===== src/logic/ssrb_pkg.sv =====
`default_nettype none
package ssrb_pkg;

  // ******************************
  // register indices (holding register numbers)
  // ******************************
  localparam logic [15:0] SSRB_IDX_STATUS = 16'h0007;
  localparam logic [15:0] SSRB_IDX_VISUAL = 16'h0009;
  localparam logic [15:0] SSRB_IDX_SPEED = 16'h000a;
  localparam logic [15:0] SSRB_IDX_DIR = 16'h000b;
  localparam logic [15:0] SSRB_IDX_MCUR = 16'h000c;
  localparam logic [15:0] SSRB_IDX_BATT = 16'h000d;
  localparam logic [15:0] SSRB_IDX_ICUR = 16'h000e;

  // ******************************
  // status word bit positions
  // ******************************
  localparam int SSRB_BIT_GPS = 0;
  localparam int SSRB_BIT_CHG = 1;
  localparam int SSRB_BIT_MOT = 2;
  localparam int SSRB_BIT_ANALOG = 3;

  // ******************************
  // health codes
  // ******************************
  localparam logic [15:0] SSRB_VIS_OK = 16'h0000;
  localparam logic [15:0] SSRB_VIS_JAM = 16'h0001;
  localparam logic [15:0] SSRB_VIS_V36 = 16'h0002;
  localparam logic [15:0] SSRB_VIS_MOT = 16'h0003;
  localparam logic [15:0] SSRB_VIS_CHG = 16'h0004;
  localparam logic [15:0] SSRB_VIS_BLIM = 16'h0005;
  localparam logic [15:0] SSRB_VIS_HICUR = 16'h0010;
  localparam logic [15:0] SSRB_VIS_LOWB = 16'h0020;
  localparam logic [15:0] SSRB_VIS_TEMP = 16'h0030;
  localparam logic [15:0] SSRB_VIS_V5 = 16'h0040;
  localparam logic [15:0] SSRB_VIS_GPS = 16'h0050;
  localparam logic [15:0] SSRB_VIS_ACQ = 16'h0100;

  // ******************************
  // direction, function code, reset values
  // ******************************
  localparam logic [15:0] SSRB_DIR_FWD = 16'h0000;
  localparam logic [15:0] SSRB_DIR_REV = 16'h0001;
  localparam logic [7:0] SSRB_FC_READ = 8'h03;
  localparam logic [15:0] SSRB_RST_WORD = 16'h0000;
  localparam logic [7:0] SSRB_MAX_REGS = 8'h7d;

  typedef enum logic [1:0] {
    SSRB_IDLE = 2'b00,
    SSRB_HEAD = 2'b01,
    SSRB_DATA = 2'b11,
    SSRB_REJ = 2'b10
  } ssrb_state_e;

endpackage
`default_nettype wire


===== src/logic/ssrb_health.sv =====
`timescale 1ns/1ps
`default_nettype none
module ssrb_health
  import ssrb_pkg::*;
(
  // condition inputs
  input wire logic batt_limit,
  input wire logic jam_recovery,
  input wire logic v36_out_of_range,
  input wire logic aux_on,
  input wire logic mot_link_err,
  input wire logic chg_link_err,
  input wire logic hi_motor_current,
  input wire logic low_batt,
  input wire logic temp_out_of_range,
  input wire logic v5_out_of_range,
  input wire logic gps_link_err,
  input wire logic gps_acquiring,
  // code
  output logic [15:0] code
);
  always_comb begin
    // highest priority wins
    if (batt_limit) code = SSRB_VIS_BLIM;
    else if (jam_recovery) code = SSRB_VIS_JAM;
    else if (v36_out_of_range && aux_on) code = SSRB_VIS_V36;
    else if (mot_link_err && aux_on) code = SSRB_VIS_MOT;
    else if (chg_link_err) code = SSRB_VIS_CHG;
    else if (hi_motor_current) code = SSRB_VIS_HICUR;
    else if (low_batt) code = SSRB_VIS_LOWB;
    else if (temp_out_of_range) code = SSRB_VIS_TEMP;
    else if (v5_out_of_range) code = SSRB_VIS_V5;
    else if (gps_link_err) code = SSRB_VIS_GPS;
    else if (gps_acquiring) code = SSRB_VIS_ACQ;
    else code = SSRB_VIS_OK;
  end
endmodule
`default_nettype wire


===== src/logic/ssrb_hold.sv =====
`timescale 1ns/1ps
`default_nettype none
module ssrb_hold
  import ssrb_pkg::*;
(
  // clock and reset
  input wire logic CLOCK,
  input wire logic RESETN,
  // sample
  input wire logic upd,
  input wire logic [15:0] din,
  // held value
  output logic [15:0] q
);
  typedef struct packed {
    logic [15:0] val;
  } ssrb_hold_s;
  ssrb_hold_s r, next_r;
  always_comb begin
    next_r = r;
    // keeps last value when no fresh sample
    if (upd) next_r.val = din;
    if (!RESETN) next_r.val = SSRB_RST_WORD;
  end
  always_ff @(posedge CLOCK) begin
    r <= next_r;
  end
  assign q = r.val;
endmodule
`default_nettype wire


===== src/logic/ssrb_bank.sv =====
`timescale 1ns/1ps
`default_nettype none
module ssrb_bank
  import ssrb_pkg::*;
(
  // clock and reset
  input wire logic CLOCK,
  input wire logic RESETN,
  // subsystem error flags
  input wire logic GPS_LINK_ERR,
  input wire logic CHG_LINK_ERR,
  input wire logic MOT_LINK_ERR,
  input wire logic ANALOG_OUT_OF_RANGE,
  // indicator conditions
  input wire logic BATT_LIMIT,
  input wire logic JAM_RECOVERY,
  input wire logic V36_OUT_OF_RANGE,
  input wire logic AUX_ON,
  input wire logic HI_MOTOR_CURRENT,
  input wire logic LOW_BATT,
  input wire logic TEMP_OUT_OF_RANGE,
  input wire logic V5_OUT_OF_RANGE,
  input wire logic GPS_ACQUIRING,
  // measurements from motor module
  input wire logic MOT_VALID,
  input wire logic [15:0] MOT_SPEED,
  input wire logic MOT_REVERSE,
  input wire logic [15:0] MOT_CURRENT,
  // measurements from charge module
  input wire logic CHG_VALID,
  input wire logic [15:0] BATT_VOLTAGE,
  input wire logic [15:0] IN_CURRENT,
  // request port (decoded pdu)
  input wire logic REQ_VALID,
  input wire logic [7:0] REQ_FUNC,
  input wire logic [15:0] REQ_ADDR,
  input wire logic [15:0] REQ_COUNT,
  // reply byte stream
  input wire logic TX_READY,
  output logic TX_VALID,
  output logic [7:0] TX_DATA,
  output logic TX_LAST,
  output logic TX_EXCEPT,
  output logic BUSY,
  // live status word
  output logic [15:0] SYSTEM_STATUS
);

  // ******************************
  // state
  // ******************************
  typedef struct packed {
    ssrb_state_e st;
    logic [15:0] status;
    logic [15:0] visual;
    logic [15:0] addr;
    logic [7:0] left;
    logic hi;
    logic [7:0] func;
    logic tx_valid;
    logic [7:0] tx_data;
    logic tx_last;
    logic tx_except;
    logic busy;
  } ssrb_bank_s;

  ssrb_bank_s r;
  ssrb_bank_s next_r;
  logic [15:0] vis_code;
  logic [15:0] speed_q;
  logic [15:0] mcur_q;
  logic [15:0] batt_q;
  logic [15:0] icur_q;
  logic [15:0] dir_q;

  // ******************************
  // exception codes
  // ******************************
  localparam logic [7:0] SSRB_EXC_FUNC = 8'h01;
  localparam logic [7:0] SSRB_EXC_ADDR = 8'h02;
  localparam logic [7:0] SSRB_EXC_COUNT = 8'h03;

  // ******************************
  // map lookup
  // ******************************
  function automatic logic [15:0] rd_word(
      input logic [15:0] idx,
      input ssrb_bank_s s,
      input logic [15:0] sp,
      input logic [15:0] dr,
      input logic [15:0] mc,
      input logic [15:0] bv,
      input logic [15:0] ic
  );
    case (idx)
      SSRB_IDX_STATUS: rd_word = s.status;
      SSRB_IDX_VISUAL: rd_word = s.visual;
      SSRB_IDX_SPEED: rd_word = sp;
      SSRB_IDX_DIR: rd_word = dr;
      SSRB_IDX_MCUR: rd_word = mc;
      SSRB_IDX_BATT: rd_word = bv;
      SSRB_IDX_ICUR: rd_word = ic;
      default: rd_word = 16'h0000;
    endcase
  endfunction

  function automatic logic in_map(input logic [15:0] idx);
    in_map = (idx == SSRB_IDX_STATUS) || ((idx >= SSRB_IDX_VISUAL) && (idx <= SSRB_IDX_ICUR));
  endfunction

  // status word stands alone, index 8 is a hole
  function automatic logic span_ok(input logic [15:0] idx, input logic [15:0] n);
    if (idx == SSRB_IDX_STATUS) begin
      span_ok = (n == 16'h0001);
    end else begin
      span_ok = in_map(idx) && in_map(idx + n - 16'h0001);
    end
  endfunction

  // ******************************
  // status word
  // ******************************
  function automatic logic [15:0] status_word(
      input logic gps,
      input logic chg,
      input logic mot,
      input logic ana
  );
    status_word = SSRB_RST_WORD;
    status_word[SSRB_BIT_GPS] = gps;
    status_word[SSRB_BIT_CHG] = chg;
    status_word[SSRB_BIT_MOT] = mot;
    status_word[SSRB_BIT_ANALOG] = ana;
  endfunction

  // ******************************
  // held measurements
  // ******************************
  ssrb_hold u_speed (
    .CLOCK(CLOCK),
    .RESETN(RESETN),
    .upd(MOT_VALID),
    .din(MOT_SPEED),
    .q(speed_q)
  );
  ssrb_hold u_dir (
    .CLOCK(CLOCK),
    .RESETN(RESETN),
    .upd(MOT_VALID),
    .din(MOT_REVERSE ? SSRB_DIR_REV : SSRB_DIR_FWD),
    .q(dir_q)
  );
  ssrb_hold u_mcur (
    .CLOCK(CLOCK),
    .RESETN(RESETN),
    .upd(MOT_VALID),
    .din(MOT_CURRENT),
    .q(mcur_q)
  );
  ssrb_hold u_batt (
    .CLOCK(CLOCK),
    .RESETN(RESETN),
    .upd(CHG_VALID),
    .din(BATT_VOLTAGE),
    .q(batt_q)
  );
  ssrb_hold u_icur (
    .CLOCK(CLOCK),
    .RESETN(RESETN),
    .upd(CHG_VALID),
    .din(IN_CURRENT),
    .q(icur_q)
  );

  ssrb_health u_health (
    .batt_limit(BATT_LIMIT),
    .jam_recovery(JAM_RECOVERY),
    .v36_out_of_range(V36_OUT_OF_RANGE),
    .aux_on(AUX_ON),
    .mot_link_err(MOT_LINK_ERR),
    .chg_link_err(CHG_LINK_ERR),
    .hi_motor_current(HI_MOTOR_CURRENT),
    .low_batt(LOW_BATT),
    .temp_out_of_range(TEMP_OUT_OF_RANGE),
    .v5_out_of_range(V5_OUT_OF_RANGE),
    .gps_link_err(GPS_LINK_ERR),
    .gps_acquiring(GPS_ACQUIRING),
    .code(vis_code)
  );

  // ******************************
  // next state
  // ******************************
  always_comb begin
    logic [15:0] w;
    logic tx_take;
    w = 16'h0000;
    tx_take = r.tx_valid && TX_READY;
    next_r = r;
    next_r.status = status_word(GPS_LINK_ERR, CHG_LINK_ERR, MOT_LINK_ERR,
        ANALOG_OUT_OF_RANGE);
    next_r.visual = vis_code;
    if (tx_take) begin
      next_r.tx_valid = 1'b0;
      next_r.tx_last = 1'b0;
    end
    case (r.st)
      SSRB_IDLE: begin
        // a byte still waiting for the sink keeps the bank busy
        if (REQ_VALID && !r.tx_valid) begin
          next_r.func = REQ_FUNC;
          next_r.addr = REQ_ADDR;
          next_r.left = REQ_COUNT[7:0];
          next_r.hi = 1'b1;
          // writes and other functions refused, contents untouched
          if (REQ_FUNC != SSRB_FC_READ || REQ_COUNT == 16'h0000 ||
              REQ_COUNT > {8'h00, SSRB_MAX_REGS}) begin
            next_r.st = SSRB_REJ;
          end else if (!span_ok(REQ_ADDR, REQ_COUNT)) begin
            // bad address answers on the next edge, no turn through reject
            next_r.tx_valid = 1'b1;
            next_r.tx_last = 1'b1;
            next_r.tx_except = 1'b1;
            next_r.tx_data = SSRB_EXC_ADDR;
          end else begin
            next_r.st = SSRB_HEAD;
          end
        end
      end
      SSRB_HEAD: begin
        if (!r.tx_valid || tx_take) begin
          next_r.tx_valid = 1'b1;
          next_r.tx_data = {r.left[6:0], 1'b0};
          next_r.tx_except = 1'b0;
          next_r.st = SSRB_DATA;
        end
      end
      SSRB_DATA: begin
        if (!r.tx_valid || tx_take) begin
          w = rd_word(r.addr, r, speed_q, dir_q, mcur_q, batt_q, icur_q);
          next_r.tx_valid = 1'b1;
          next_r.tx_data = r.hi ? w[15:8] : w[7:0];
          next_r.hi = !r.hi;
          if (!r.hi) begin
            next_r.addr = r.addr + 16'h0001;
            next_r.left = r.left - 8'h01;
            if (r.left == 8'h01) begin
              next_r.tx_last = 1'b1;
              next_r.st = SSRB_IDLE;
            end
          end
        end
      end
      SSRB_REJ: begin
        if (!r.tx_valid || tx_take) begin
          // exception code 1 bad function, 2 bad address, 3 bad count
          next_r.tx_valid = 1'b1;
          next_r.tx_last = 1'b1;
          next_r.tx_except = 1'b1;
          next_r.tx_data = (r.func != SSRB_FC_READ) ? SSRB_EXC_FUNC : SSRB_EXC_COUNT;
          next_r.st = SSRB_IDLE;
        end
      end
      default: next_r.st = SSRB_IDLE;
    endcase
    if (!RESETN) begin
      next_r = '0;
      next_r.st = SSRB_IDLE;
    end
    // busy kept in a flop so the port needs no gates
    next_r.busy = (next_r.st != SSRB_IDLE) || next_r.tx_valid;
  end

  always_ff @(posedge CLOCK) begin
    r <= next_r;
  end

  // ******************************
  // outputs
  // ******************************
  assign TX_VALID = r.tx_valid;
  assign TX_DATA = r.tx_data;
  assign TX_LAST = r.tx_last;
  assign TX_EXCEPT = r.tx_except;
  assign BUSY = r.busy;
  assign SYSTEM_STATUS = r.status;

endmodule
`default_nettype wire


===== config.mk =====
export PLATFORM = sky130hd
export DESIGN_NAME = ssrb_bank
export DESIGN_NICKNAME = d
export VERILOG_FILES = /design/src/logic/ssrb_pkg.sv /design/src/logic/ssrb_health.sv /design/src/logic/ssrb_hold.sv /design/src/logic/ssrb_bank.sv
export SDC_FILE = /design/constraint.sdc
export NUM_CORES = 1
export LEC_CHECK = 0
export ABC_AREA = 1
export ABC_CLOCK_PERIOD_IN_PS = 3900
export BUFFER_PORTS_ARGS = -buffer_cell sky130_fd_sc_hd__buf_2
export CELL_PAD_IN_SITES_DETAIL_PLACEMENT = 2
export CELL_PAD_IN_SITES_GLOBAL_PLACEMENT = 2
export CORE_MARGIN = 3
export CORE_UTILIZATION = 30
export DETAILED_ROUTE_END_ITERATION = 8
export PLACE_DENSITY = 0.81
export SYNTH_ARGS = -nofsm -noshare
export SYNTH_HDL_FRONTEND = slang
export SYNTH_SLANG_ARGS = --single-unit

===== constraint.sdc =====
create_clock -name CLOCK -period 3.9 [get_ports CLOCK]
set_clock_uncertainty 0.15 [all_clocks]
set_input_delay 0.39 -clock CLOCK [delete_from_list [all_inputs] [get_ports CLOCK]]
set_output_delay 0.39 -clock CLOCK [all_outputs]
set_load 0.02 [all_outputs]

======== Word level (Yosys, flattened, before mapping) ========
Index checks and enable logic that the tools add are counted.
cells by class
  muxes and demuxes ....................... 47
  bitwise gates (word level) .............. 1
  add/subtract/negate cells ............... 4
  reductions and logical operators ........ 30
  order comparisons ....................... 5
  eq/ne operators ......................... 23
operators with widths
  cell                                                                               number
  16-bit two-way mux                                                                 10
  16-bit one-hot mux with 7 select lines                                             1
  16-bit by 4-bit equality test with 1-bit output, second input constant             6
  79-bit two-way mux                                                                 1
  25-bit one-hot mux with 2 select lines                                             1
  16-bit by 3-bit equality test with 1-bit output, second input constant             3
  44-bit two-way mux                                                                 1
  9-bit one-hot mux with 4 select lines                                              1
  11-bit two-way mux                                                                 3
  16-bit by 4-bit >= comparator with 1-bit output, second input constant             2
  16-bit by 4-bit less-or-equal comparator with 1-bit output, second input constant  2
  25-bit two-way mux                                                                 1
  24-bit two-way mux                                                                 1
  2-bit two-way mux                                                                  9
  9-bit two-way mux                                                                  2
  16-bit by 1-bit adder with 16-bit output, second input constant                    1
  16-bit adder                                                                       1
  16-bit by 1-bit equality test with 1-bit output, second input constant             1
  16-bit by 7-bit > comparator with 1-bit output, second input constant              1
  16-bit logical NOT                                                                 1
  8-bit two-way mux                                                                  2
  8-bit by 2-bit != test with 1-bit output, second input constant                    2
  16-bit by 1-bit subtractor with 16-bit output, second input constant               1
  2-bit != test, second input constant                                               7
  other kinds (24)                                                                   49
storage, ports and cells
  word-level logic and storage cells ...... 133
  bits of input ports ..................... 124
  register bits ........................... 159
  output and inout bits ................... 28

======== Longest topological paths before layout ========
Gate-level depths: netlist of the first run.
  depth in word-level cells ............... 17
  mapped depth ............................ 25
  gate-level depth less buffers ........... 25

======== Hierarchy ========
Synthesis of the first run repeated with hierarchy kept, for this count alone.
second synthesis, totals
  cells, all modules ...................... 1618
  area, all modules ....................... 10018.4 sq um
by module, submodules not included
  module       area an instance (sq um)  instances  cells each  seq. area each (sq um)
  ssrb_bank    6396.1                    1          1073        1341.3
  ssrb_hold    674.4                     5          101         320.3
  ssrb_health  250.2                     1          40          0.0

======== Worst setup path before layout of the first run ========
No wires, ideal clock.
  path type ............................... input-to-reg
  start ................................... input REQ_ADDR[1]
  end ..................................... register r, in the netlist TX_DATA[7]
  buffers on the path ..................... 1
  slack ................................... 1.046 ns
  data arrival time ....................... 2.589 ns
  cell stages on the path ................. 21
  library setup time ...................... 0.116 ns
  required time ........................... 3.634 ns
  cell sequence ........................... inv_1 -> ha_1 -> inv_1 -> ha_1 -> inv_1 -> fa_1 -> inv_1 -> nand3_1 -> nand2_1 -> nand2_1 -> nand2_1 -> nand2_1 -> nand3_1 -> nand4_1 -> nor2_1 -> nand2_1 -> nand2_1 -> nand2_2 -> buf_4 -> a21oi_1 -> nor2_1
between the ends
  word-level cells in the longest chain between the ends .. 12
  elaborated cells on any way between the ends .. 19
  classes of those cells .................. 2 x add/sub; 4 x order compare; 3 x eq/ne; 4 x mux; 6 x reduce/logical
RTL lines
  item                                                                                                                           RTL line          text
  start: declaration                                                                                                             ssrb_bank.sv:36   input wire logic [15:0] REQ_ADDR,
  16-bit adder                                                                                                                   ssrb_bank.sv:116  span_ok = in_map(idx) && in_map(idx + n - 16'h0001);
  16-bit by 1-bit subtractor with 16-bit output                                                                                  ssrb_bank.sv:116
  16-bit by 4-bit >= comparator with 1-bit output or 16-bit by 4-bit less-or-equal comparator with 1-bit output (tied branches)  ssrb_bank.sv:108  in_map = (idx == SSRB_IDX_STATUS) || ((idx >= SSRB_IDX_VISUAL) && (idx <= SSRB_IDX_ICUR));
  1-bit logical AND                                                                                                              ssrb_bank.sv:108
  1-bit logical OR                                                                                                               ssrb_bank.sv:108
  1-bit logical AND                                                                                                              ssrb_bank.sv:116
  1-bit two-way mux *                                                                                                            ssrb_bank.sv:113  if (idx == SSRB_IDX_STATUS) begin
  1-bit two-way mux *                                                                                                            ssrb_bank.sv:216  if (REQ_FUNC != SSRB_FC_READ || REQ_COUNT == 16'h0000 ||
  1-bit two-way mux *                                                                                                            ssrb_bank.sv:210  if (REQ_VALID && !r.tx_valid) begin
  1-bit two-way mux *                                                                                                            ssrb_bank.sv:207  case (r.st)
  2-bit != test (no source line) *                                                                                               n/a
  6-bit AND reduction (no source line) *                                                                                         n/a
  end signal: assignment                                                                                                         ssrb_bank.sv:275  r <= next_r;
  end: declaration                                                                                                               ssrb_bank.sv:67   ssrb_bank_s r;
Mark *: on every way between the ends. The rest lies on a longest branch, timed or not. The select of a mux whose other input is x is not followed.
A chain may end at the register's enable or synchronous reset.

======== Worst setup path after layout of the first run ========
Same ends and word-level chain as after synthesis.

==> results of run 1 <==
==> area by class of cell <==
cell class	count	area, um2
Inverter	214	803.3
Fill cell	3219	16660
Tap cell	335	419.2
Clock inverter	12	127.6
Sequential cell	123	2462
Timing Repair Buffer	153	800.8
Multi-Input combinational cell	848	4357
Clock buffer	17	425.4
==> registers in the layout, summed over array words and instances (netlist names) <==
name           flops
TX_LAST            1
u_icur.q          16
SYSTEM_STATUS      4
u_batt.q          16
TX_EXCEPT          1
u_dir.q            1
r                 42
TX_DATA            8
TX_VALID           1
u_speed.q         16
BUSY               1
u_mcur.q          16
==> cells in the final DEF (no fill, tap or decap), types with 3 or more instances in the layout <==
cell,instances
nor3_1,11
dfxtp_1,123
inv_2,8
inv_1,204
nor4_1,4
buf_4,14
o21ai_0,118
a211oi_1,5
a21oi_1,103
nand2_1,198
conb_1,12
o21ai_1,8
clkbuf_16,17
nor2_4,3
nor2_2,4
a31oi_1,5
nand3b_1,5
ha_1,40
o22ai_1,5
a221oi_1,12
clkinv_2,4
nor2_1,161
o211ai_1,4
nand3_1,98
clkinvlp_4,4
nand4_1,29
buf_2,139
==> synthesized netlist by cell type, types with 3 or more instances <==
master    number  area, um2
ha_1          40      500.5
buf_4         25      187.7
nor4_1         4      25.02
a211oi_1       5      37.54
dfxtp_1      123       2462
a31oi_1        5      31.28
buf_2          8      40.04
nor2_1       161      604.3
clkbuf_1      31      116.4
nand2_1      198      743.2
buf_6          4      45.04
o21ai_1        8      40.04
nor3_1        11      55.05
inv_2          8      30.03
o22ai_1        5      31.28
o211ai_1       4      30.03
nand4_1       29      181.4
nand3_1       98      490.5
a21oi_1      103      515.5
o21ai_0      118      590.6
a221oi_1      12      105.1
nor2_2         4      25.02
nand3b_1       5      37.54
nor2_4         3      33.78
inv_1        204      765.7
==> stage by stage <==
step | setup WS (ns) | std cells | hold WS (ns) | utilization, % | instance area (um2)
after global placement | 0.3794 | 1673 | 0.2876 | 33.93 | 8842
after global routing | 0.1885 | 1702 | 0.02995 | 36.05 | 9395
after CTS | 0.5730 | 1702 | 0.005582 | 36.05 | 9395
after floorplan | 1.046 | 1254 | 0.2789 | - | 8016
after detailed placement | 0.2041 | 1673 | 0.2961 | 33.93 | 8842
final | 0.6003 | 1702 | 0.02263 | 36.05 | 9395
==> worst max-delay path by stage <==
stage                     start  cells after the start  slack (ns)                       to
floorplan           REQ_ADDR[1]                     21        1.05  TX_DATA[7]$_SDFFE_PN0P_
CTS                 REQ_ADDR[1]                     23        0.57  TX_DATA[7]$_SDFFE_PN0P_
global route        REQ_ADDR[1]                     23        0.19  TX_DATA[7]$_SDFFE_PN0P_
detailed placement  REQ_ADDR[1]                     23        0.20  TX_DATA[7]$_SDFFE_PN0P_
global placement    REQ_ADDR[1]                     23        0.38  TX_DATA[7]$_SDFFE_PN0P_
finish              REQ_ADDR[1]                     23        0.60  TX_DATA[7]$_SDFFE_PN0P_
==> power by group <==
part           internal (mW)  total, mW  leakage, nW  switching, mW
Sequential              1.51       1.72         1.02          0.203
Combinational          0.733       2.35         3.23           1.62
Clock                  0.926       1.54        0.263          0.617
Total                   3.17       5.61         4.51           2.44
==> per-layer routing <==
layer	share of wire (%)	vias up	global-route usage (%)
li1	-	4236	-
met1	46	4190	27.68
met2	50	142	38.31
met3	3.4	18	2.989
met4	0.71	0	3.811
met5	0	-	0
==> tightest hold or removal path, stage by stage <==
cell and delay [ns]:
buf_2 0.08, nand2_1 0.05, inv_1 0.04
==> logic make-up (layout without fill, tap and decap cells) <==
kind of cell | Yosys count | in the layout | share of synthesized area (%)
compound gates | 268 | 268 | 18.25
xor+xnor | 3 | 3 | 0.3295
fa+ha+maj | 41 | 41 | 6.527
buf+inv | 283 | 396 | 15.01
flops | 123 | 123 | 30.88
other cells | 1 | 12 | 0.04702
simple gates | 524 | 524 | 28.96
==> metrics, run 1 <==
status=finished, final reports clean; Netlist Area Pre-Place=0.007975 mm2; initial antenna violation count=0; via-per-instance ratio=5.045; Die ar.=0.02858 mm2; CP Max Fanout=14; share of layout cells above drive strength 1=15.07%; max_cap viols=0; length in cells of the worst reg-to-reg path=14; Remaining DRCs=0; hold worst-path end=SYSTEM_STATUS[3]$_SDFF_PN0_; Final nets=1,522; Cell variety after synth=48; Pre-Repair DR Iteration Count=7; number of global-route vias before repair=9,048; Critical Path AT=3.45 ns; Post-CTS Hold Fix Bufs=0; post-route ant nets=0; Final Hold Fails=0; Hold WC Path Type=in -> reg; via count=8,586; Post-DP HPWL=23,650 um; Main synth FF type=dfxtp_1; Cell Pwr Density=597.3 mW/mm2; root buffer cell=clkbuf_16; crit path buf inv count=5; Routed wire per std cell=18.21 um; final setup fails=0; Final Power=5.611 mW; setup slack, reg-to-reg=1.00 ns; Least-Margin Pin Slew=0.9052 ns; Worst setup SP type=input port; ys async rst share=0%; worst hold path cell count=3; syn_area_per_cell=6.416 um2; Critical Path Slowest Stage Cell=fa_1; post-CTS setup buffer count=0; clock sink count=123; Layout area overhead=17.81%; Port Buf Inserts=139; total track usage=21.38%; crit-path max cell delay=0.39 ns; YS warnings=0; Boundary Pins=152; number of flops mapped to enable cells by yosys=0; Worst R2R End=TX_DATA[6]$_SDFFE_PN0P_; maximum vdd ir drop=0.3557 mV; Data required, critical path=4.06 ns; height of the die=169.0 um; Initial Util=30.60%; num rows=59; CP Cell Sequence=buf_2 > inv_1 > ha_1 > inv_1 > ha_1 > inv_1 > fa_1 > inv_1 > nand3_1 > nand2_1 > nand2_1 > nand2_1 > nand2_1 > nand2_1 > a21oi_1 > nand2_1 > nor2_1 > nand2_1 > nand2_1 > nand2_2 > nand2_1 > o21ai_0 > nor2_1; chip width=169.0 um; TritonCTS clock tree=yes; H-tree depth=4; clk buf depth=2; hold path startpoint=ANALOG_OUT_OF_RANGE; Ant. Diodes=0; flops & latches, synth=123; pin count of the biggest net entering global routing=53; delay-heaviest family, CP=simple AND/OR/NAND/NOR gates; RePlAce Congestion=0.8563; drt total wl=31,000 um; crit share post-route=84.61%; Worst R2R Start=r[29]$_SDFFE_PN0P_; Mapped Cells=1,243; Setup TNS Final=0 ns; CTS buffer count=17; CTS clock-pin slew for the worst setup and hold paths=0.06 ns; global route overflow=0; post-CTS resize count=0; core box area=0.02606 mm2; first-pass GRT wire length=49,130 um; Slew Limit Fails=0; Skew-Pair Late Insertion Delay=0.42 ns; register area share after synthesis=30.88%; Tmin final=3.300 ns; RSZ-0062 raised after global routing=false; leakage=4.513 nW; most used cell, CP=nand2_1; worst slew margin relative to its limit=39.59%; drt initial violations=393; crit end category=flop; Setup Crit Path Kind=in -> reg; fmax=0.3031 GHz
No activity file was read; power rests on OpenSTA's default activity.
==> inputs of run 2 (changes only) <==
- ABC_CLOCK_PERIOD_IN_PS: 3900 -> 3100
- clock period: 3.9 -> 3.1 ns (I/O delays scaled with it)
==> run 2 against run 1 <==
  * Via count grew 2.9%
  * The run now ends with hold timing left
  * Final area grew 4.9%
  * Highest routed layer unchanged
  * Register-to-register slack lost 0.60 ns
  * Non-clock buffer count grew 46
==> metrics, run 2 (synthesis gave the netlist of run 1 again) <==
max_cap viols=0 (unchanged); Top Layer Used=met4; via count=8,837 (+2.9%); CP Max Fanout=5 (-9); Post-DP HPWL=23,290 um (-1.6%); Ant. Diodes=0 (unchanged); Initial Util=30.60% (unchanged); Slew Limit Fails=0 (unchanged); hold path startpoint=BATT_VOLTAGE[4]; Remaining DRCs=0 (unchanged); Met3 Wirelength=1006 um (-5.0%); Final Hold Fails=1 (+1); Layout area overhead=23.63%; initial antenna violation count=0 (unchanged); status=complete, but fails checks; core box area=0.02606 mm2 (unchanged); number of global-route vias before repair=9,651 (+6.7%); DP Area=0.008995 mm2 (+1.7%); Routed wire per std cell=18.15 um (-0.37%); drt total wl=31,770 um (+2.5%); Worst R2R Start=r[29]$_SDFFE_PN0P_; Cell Pwr Density=720.5 mW/mm2 (+21%); Boundary Pins=152 (unchanged); commonest non-fill, non-tap cells in the layout=204 x inv_1, 197 x nand2_1, 161 x nor2_1; Skew-Pair Late Insertion Delay=0.42 ns (about the same); most common cell after layout, fill and taps aside=inv_1; clock sink count=123 (unchanged); Hold WC Path Type=in -> reg; final std cells w/o fill=1,751 (+2.9%); slack of the critical path=0.2955 ns (-0.3048 ns); chip width=169.0 um (unchanged); Final nets=1,568 (+3.0%); total track usage=22.26% (+0.87 points); met2 wire length=16,170 um (+4.2%); final setup fails=0 (unchanged); pin count of the biggest net entering global routing=96 (+81%); clk buf depth=2 (unchanged); share of layout cells above drive strength 1=16.17% (+1.1 points); post-route ant nets=0 (unchanged); drt initial violations=472 (+20%); crit path from=REQ_ADDR[1]; Worst setup SP type=input port; TritonCTS clock tree=yes; worst slew margin relative to its limit=57.60% (+18 points); crit share post-route=90.47%; fin util=37.84% (+1.8 points); Tmin final=2.804 ns; Port Buf Inserts=139 (unchanged); root buffer cell=clkbuf_16; fmax=0.3566 GHz; via-per-instance ratio=5.047 (about the same); Worst Hold Slack=-0.001689 ns (-0.02432 ns); violated checks=hold timing; leakage=4.743 nW (+5.1%); H-tree depth=4 (unchanged); Setup Crit Path Kind=in -> reg; RSZ-0062 raised after global routing=false; RePlAce Congestion=0.8377 (-2.2%); Critical Path AT=3.00 ns (-0.45 ns); height of the die=169.0 um (unchanged); register with the most flip-flops=r; M1 wire length=14,040 um (-1.1%); first-pass GRT wire length=50,950 um (+3.7%); Least-Margin Pin Slew=0.6353 ns (-0.2699 ns); Pre-Repair DR Iteration Count=4 (-3); num rows=59 (unchanged); CTS clock-pin slew for the worst setup and hold paths=0.06 ns (about the same); placed cell count=1,690 (+1.0%); CTS buffer count=17 (unchanged); Setup WS pre-CTS=-0.1531 ns (-0.3572 ns); global route overflow=0 (unchanged); Die ar.=0.02858 mm2 (unchanged); Final Power=7.104 mW (+27%); Setup TNS Final=0 ns (unchanged); Data required, critical path=3.30 ns (-0.76 ns); Post-Layout Inst Area=0.009859 mm2 (+4.9%); maximum vdd ir drop=0.4788 mV (+35%); max reg flops=42 (unchanged); crit end category=flop
run 2: changes by cell type in the layout (fill, tap and decap cells not counted):
cell / delta
nand2_1: -1
bufinv_16: -1
dlygate4sd3_1: +28
fa_1: -1
fa_2: +1
clkbuf_8: +1
buf_4: +16
nand2_2: +1
clkinv_4: +1
clkinv_2: -2
buf_12: +2
clkinvlp_4: -1
inv_6: +5
run 2: timing repair:
action | in CTS | in global routing
endpoints found under the setup margin | 0 | 6
hold endpoints to repair | 25 | 1
hold buffers | 27 | 1
buffers inserted | 0 | 1
resized for setup | 0 | 2
run 2: report_power, final:
| part | switching, mW | internal (mW) |
|---|---|---|
| sequential | 0.249 | 1.90 |
| combinational | 2.02 | 0.985 |
| clock | 0.810 | 1.14 |
| total | 3.08 | 4.03 |
run 2: area by class of cell:
cell class,count,area [um2]
clock inverter,14,132.6
timing repair buffer,199,1241
fill,3197,16200
inverter,214,803.3
sequential,123,2462
multi-input combinational,848,4362
tap,335,419.2
clock buffer,18,439.2
run 2: worst max-delay path, stage by stage:
cell	delay [ns]
buf_2	0.09
inv_1	0.05
ha_1	0.29
inv_1	0.06
ha_1	0.16
inv_1	0.06
fa_2	0.53
inv_1	0.05
nand2_1	0.07
nand2_1	0.05
nand2_1	0.07
nand2_1	0.05
nor2_1	0.08
nand3_1	0.08
nor2_1	0.10
nand2_1	0.06
nor2_1	0.08
nand2_1	0.06
nand2_1	0.11
nand2_2	0.10
buf_4	0.16
nand2_1	0.09
nand2_1	0.10
a21oi_1	0.13
run 2: worst paths after layout:
| check | end | slack [ns] | cells past startpoint |
|---|---|---|---|
| worst max register to register | TX_DATA[3]$_SDFFE_PN0P_ | 0.40 | 12 |
| worst max-delay path | TX_EXCEPT$_SDFFE_PN0P_ | 0.30 | 24 |
| worst min-delay path | u_batt.q[4]$_SDFFE_PN0P_ | -0.002 | 3 |
| worst min register to register | r[19]$_SDFFE_PN0P_ | 0.31 | 2 |
run 2: per-layer routing:
| metal | up-vias | track usage (%) |
|---|---|---|
| li1 | 4342 | - |
| met1 | 4314 | 27.56 |
| met2 | 144 | 40.50 |
| met3 | 37 | 3.036 |
| met4 | 0 | 5.928 |
| met5 | - | 0 |
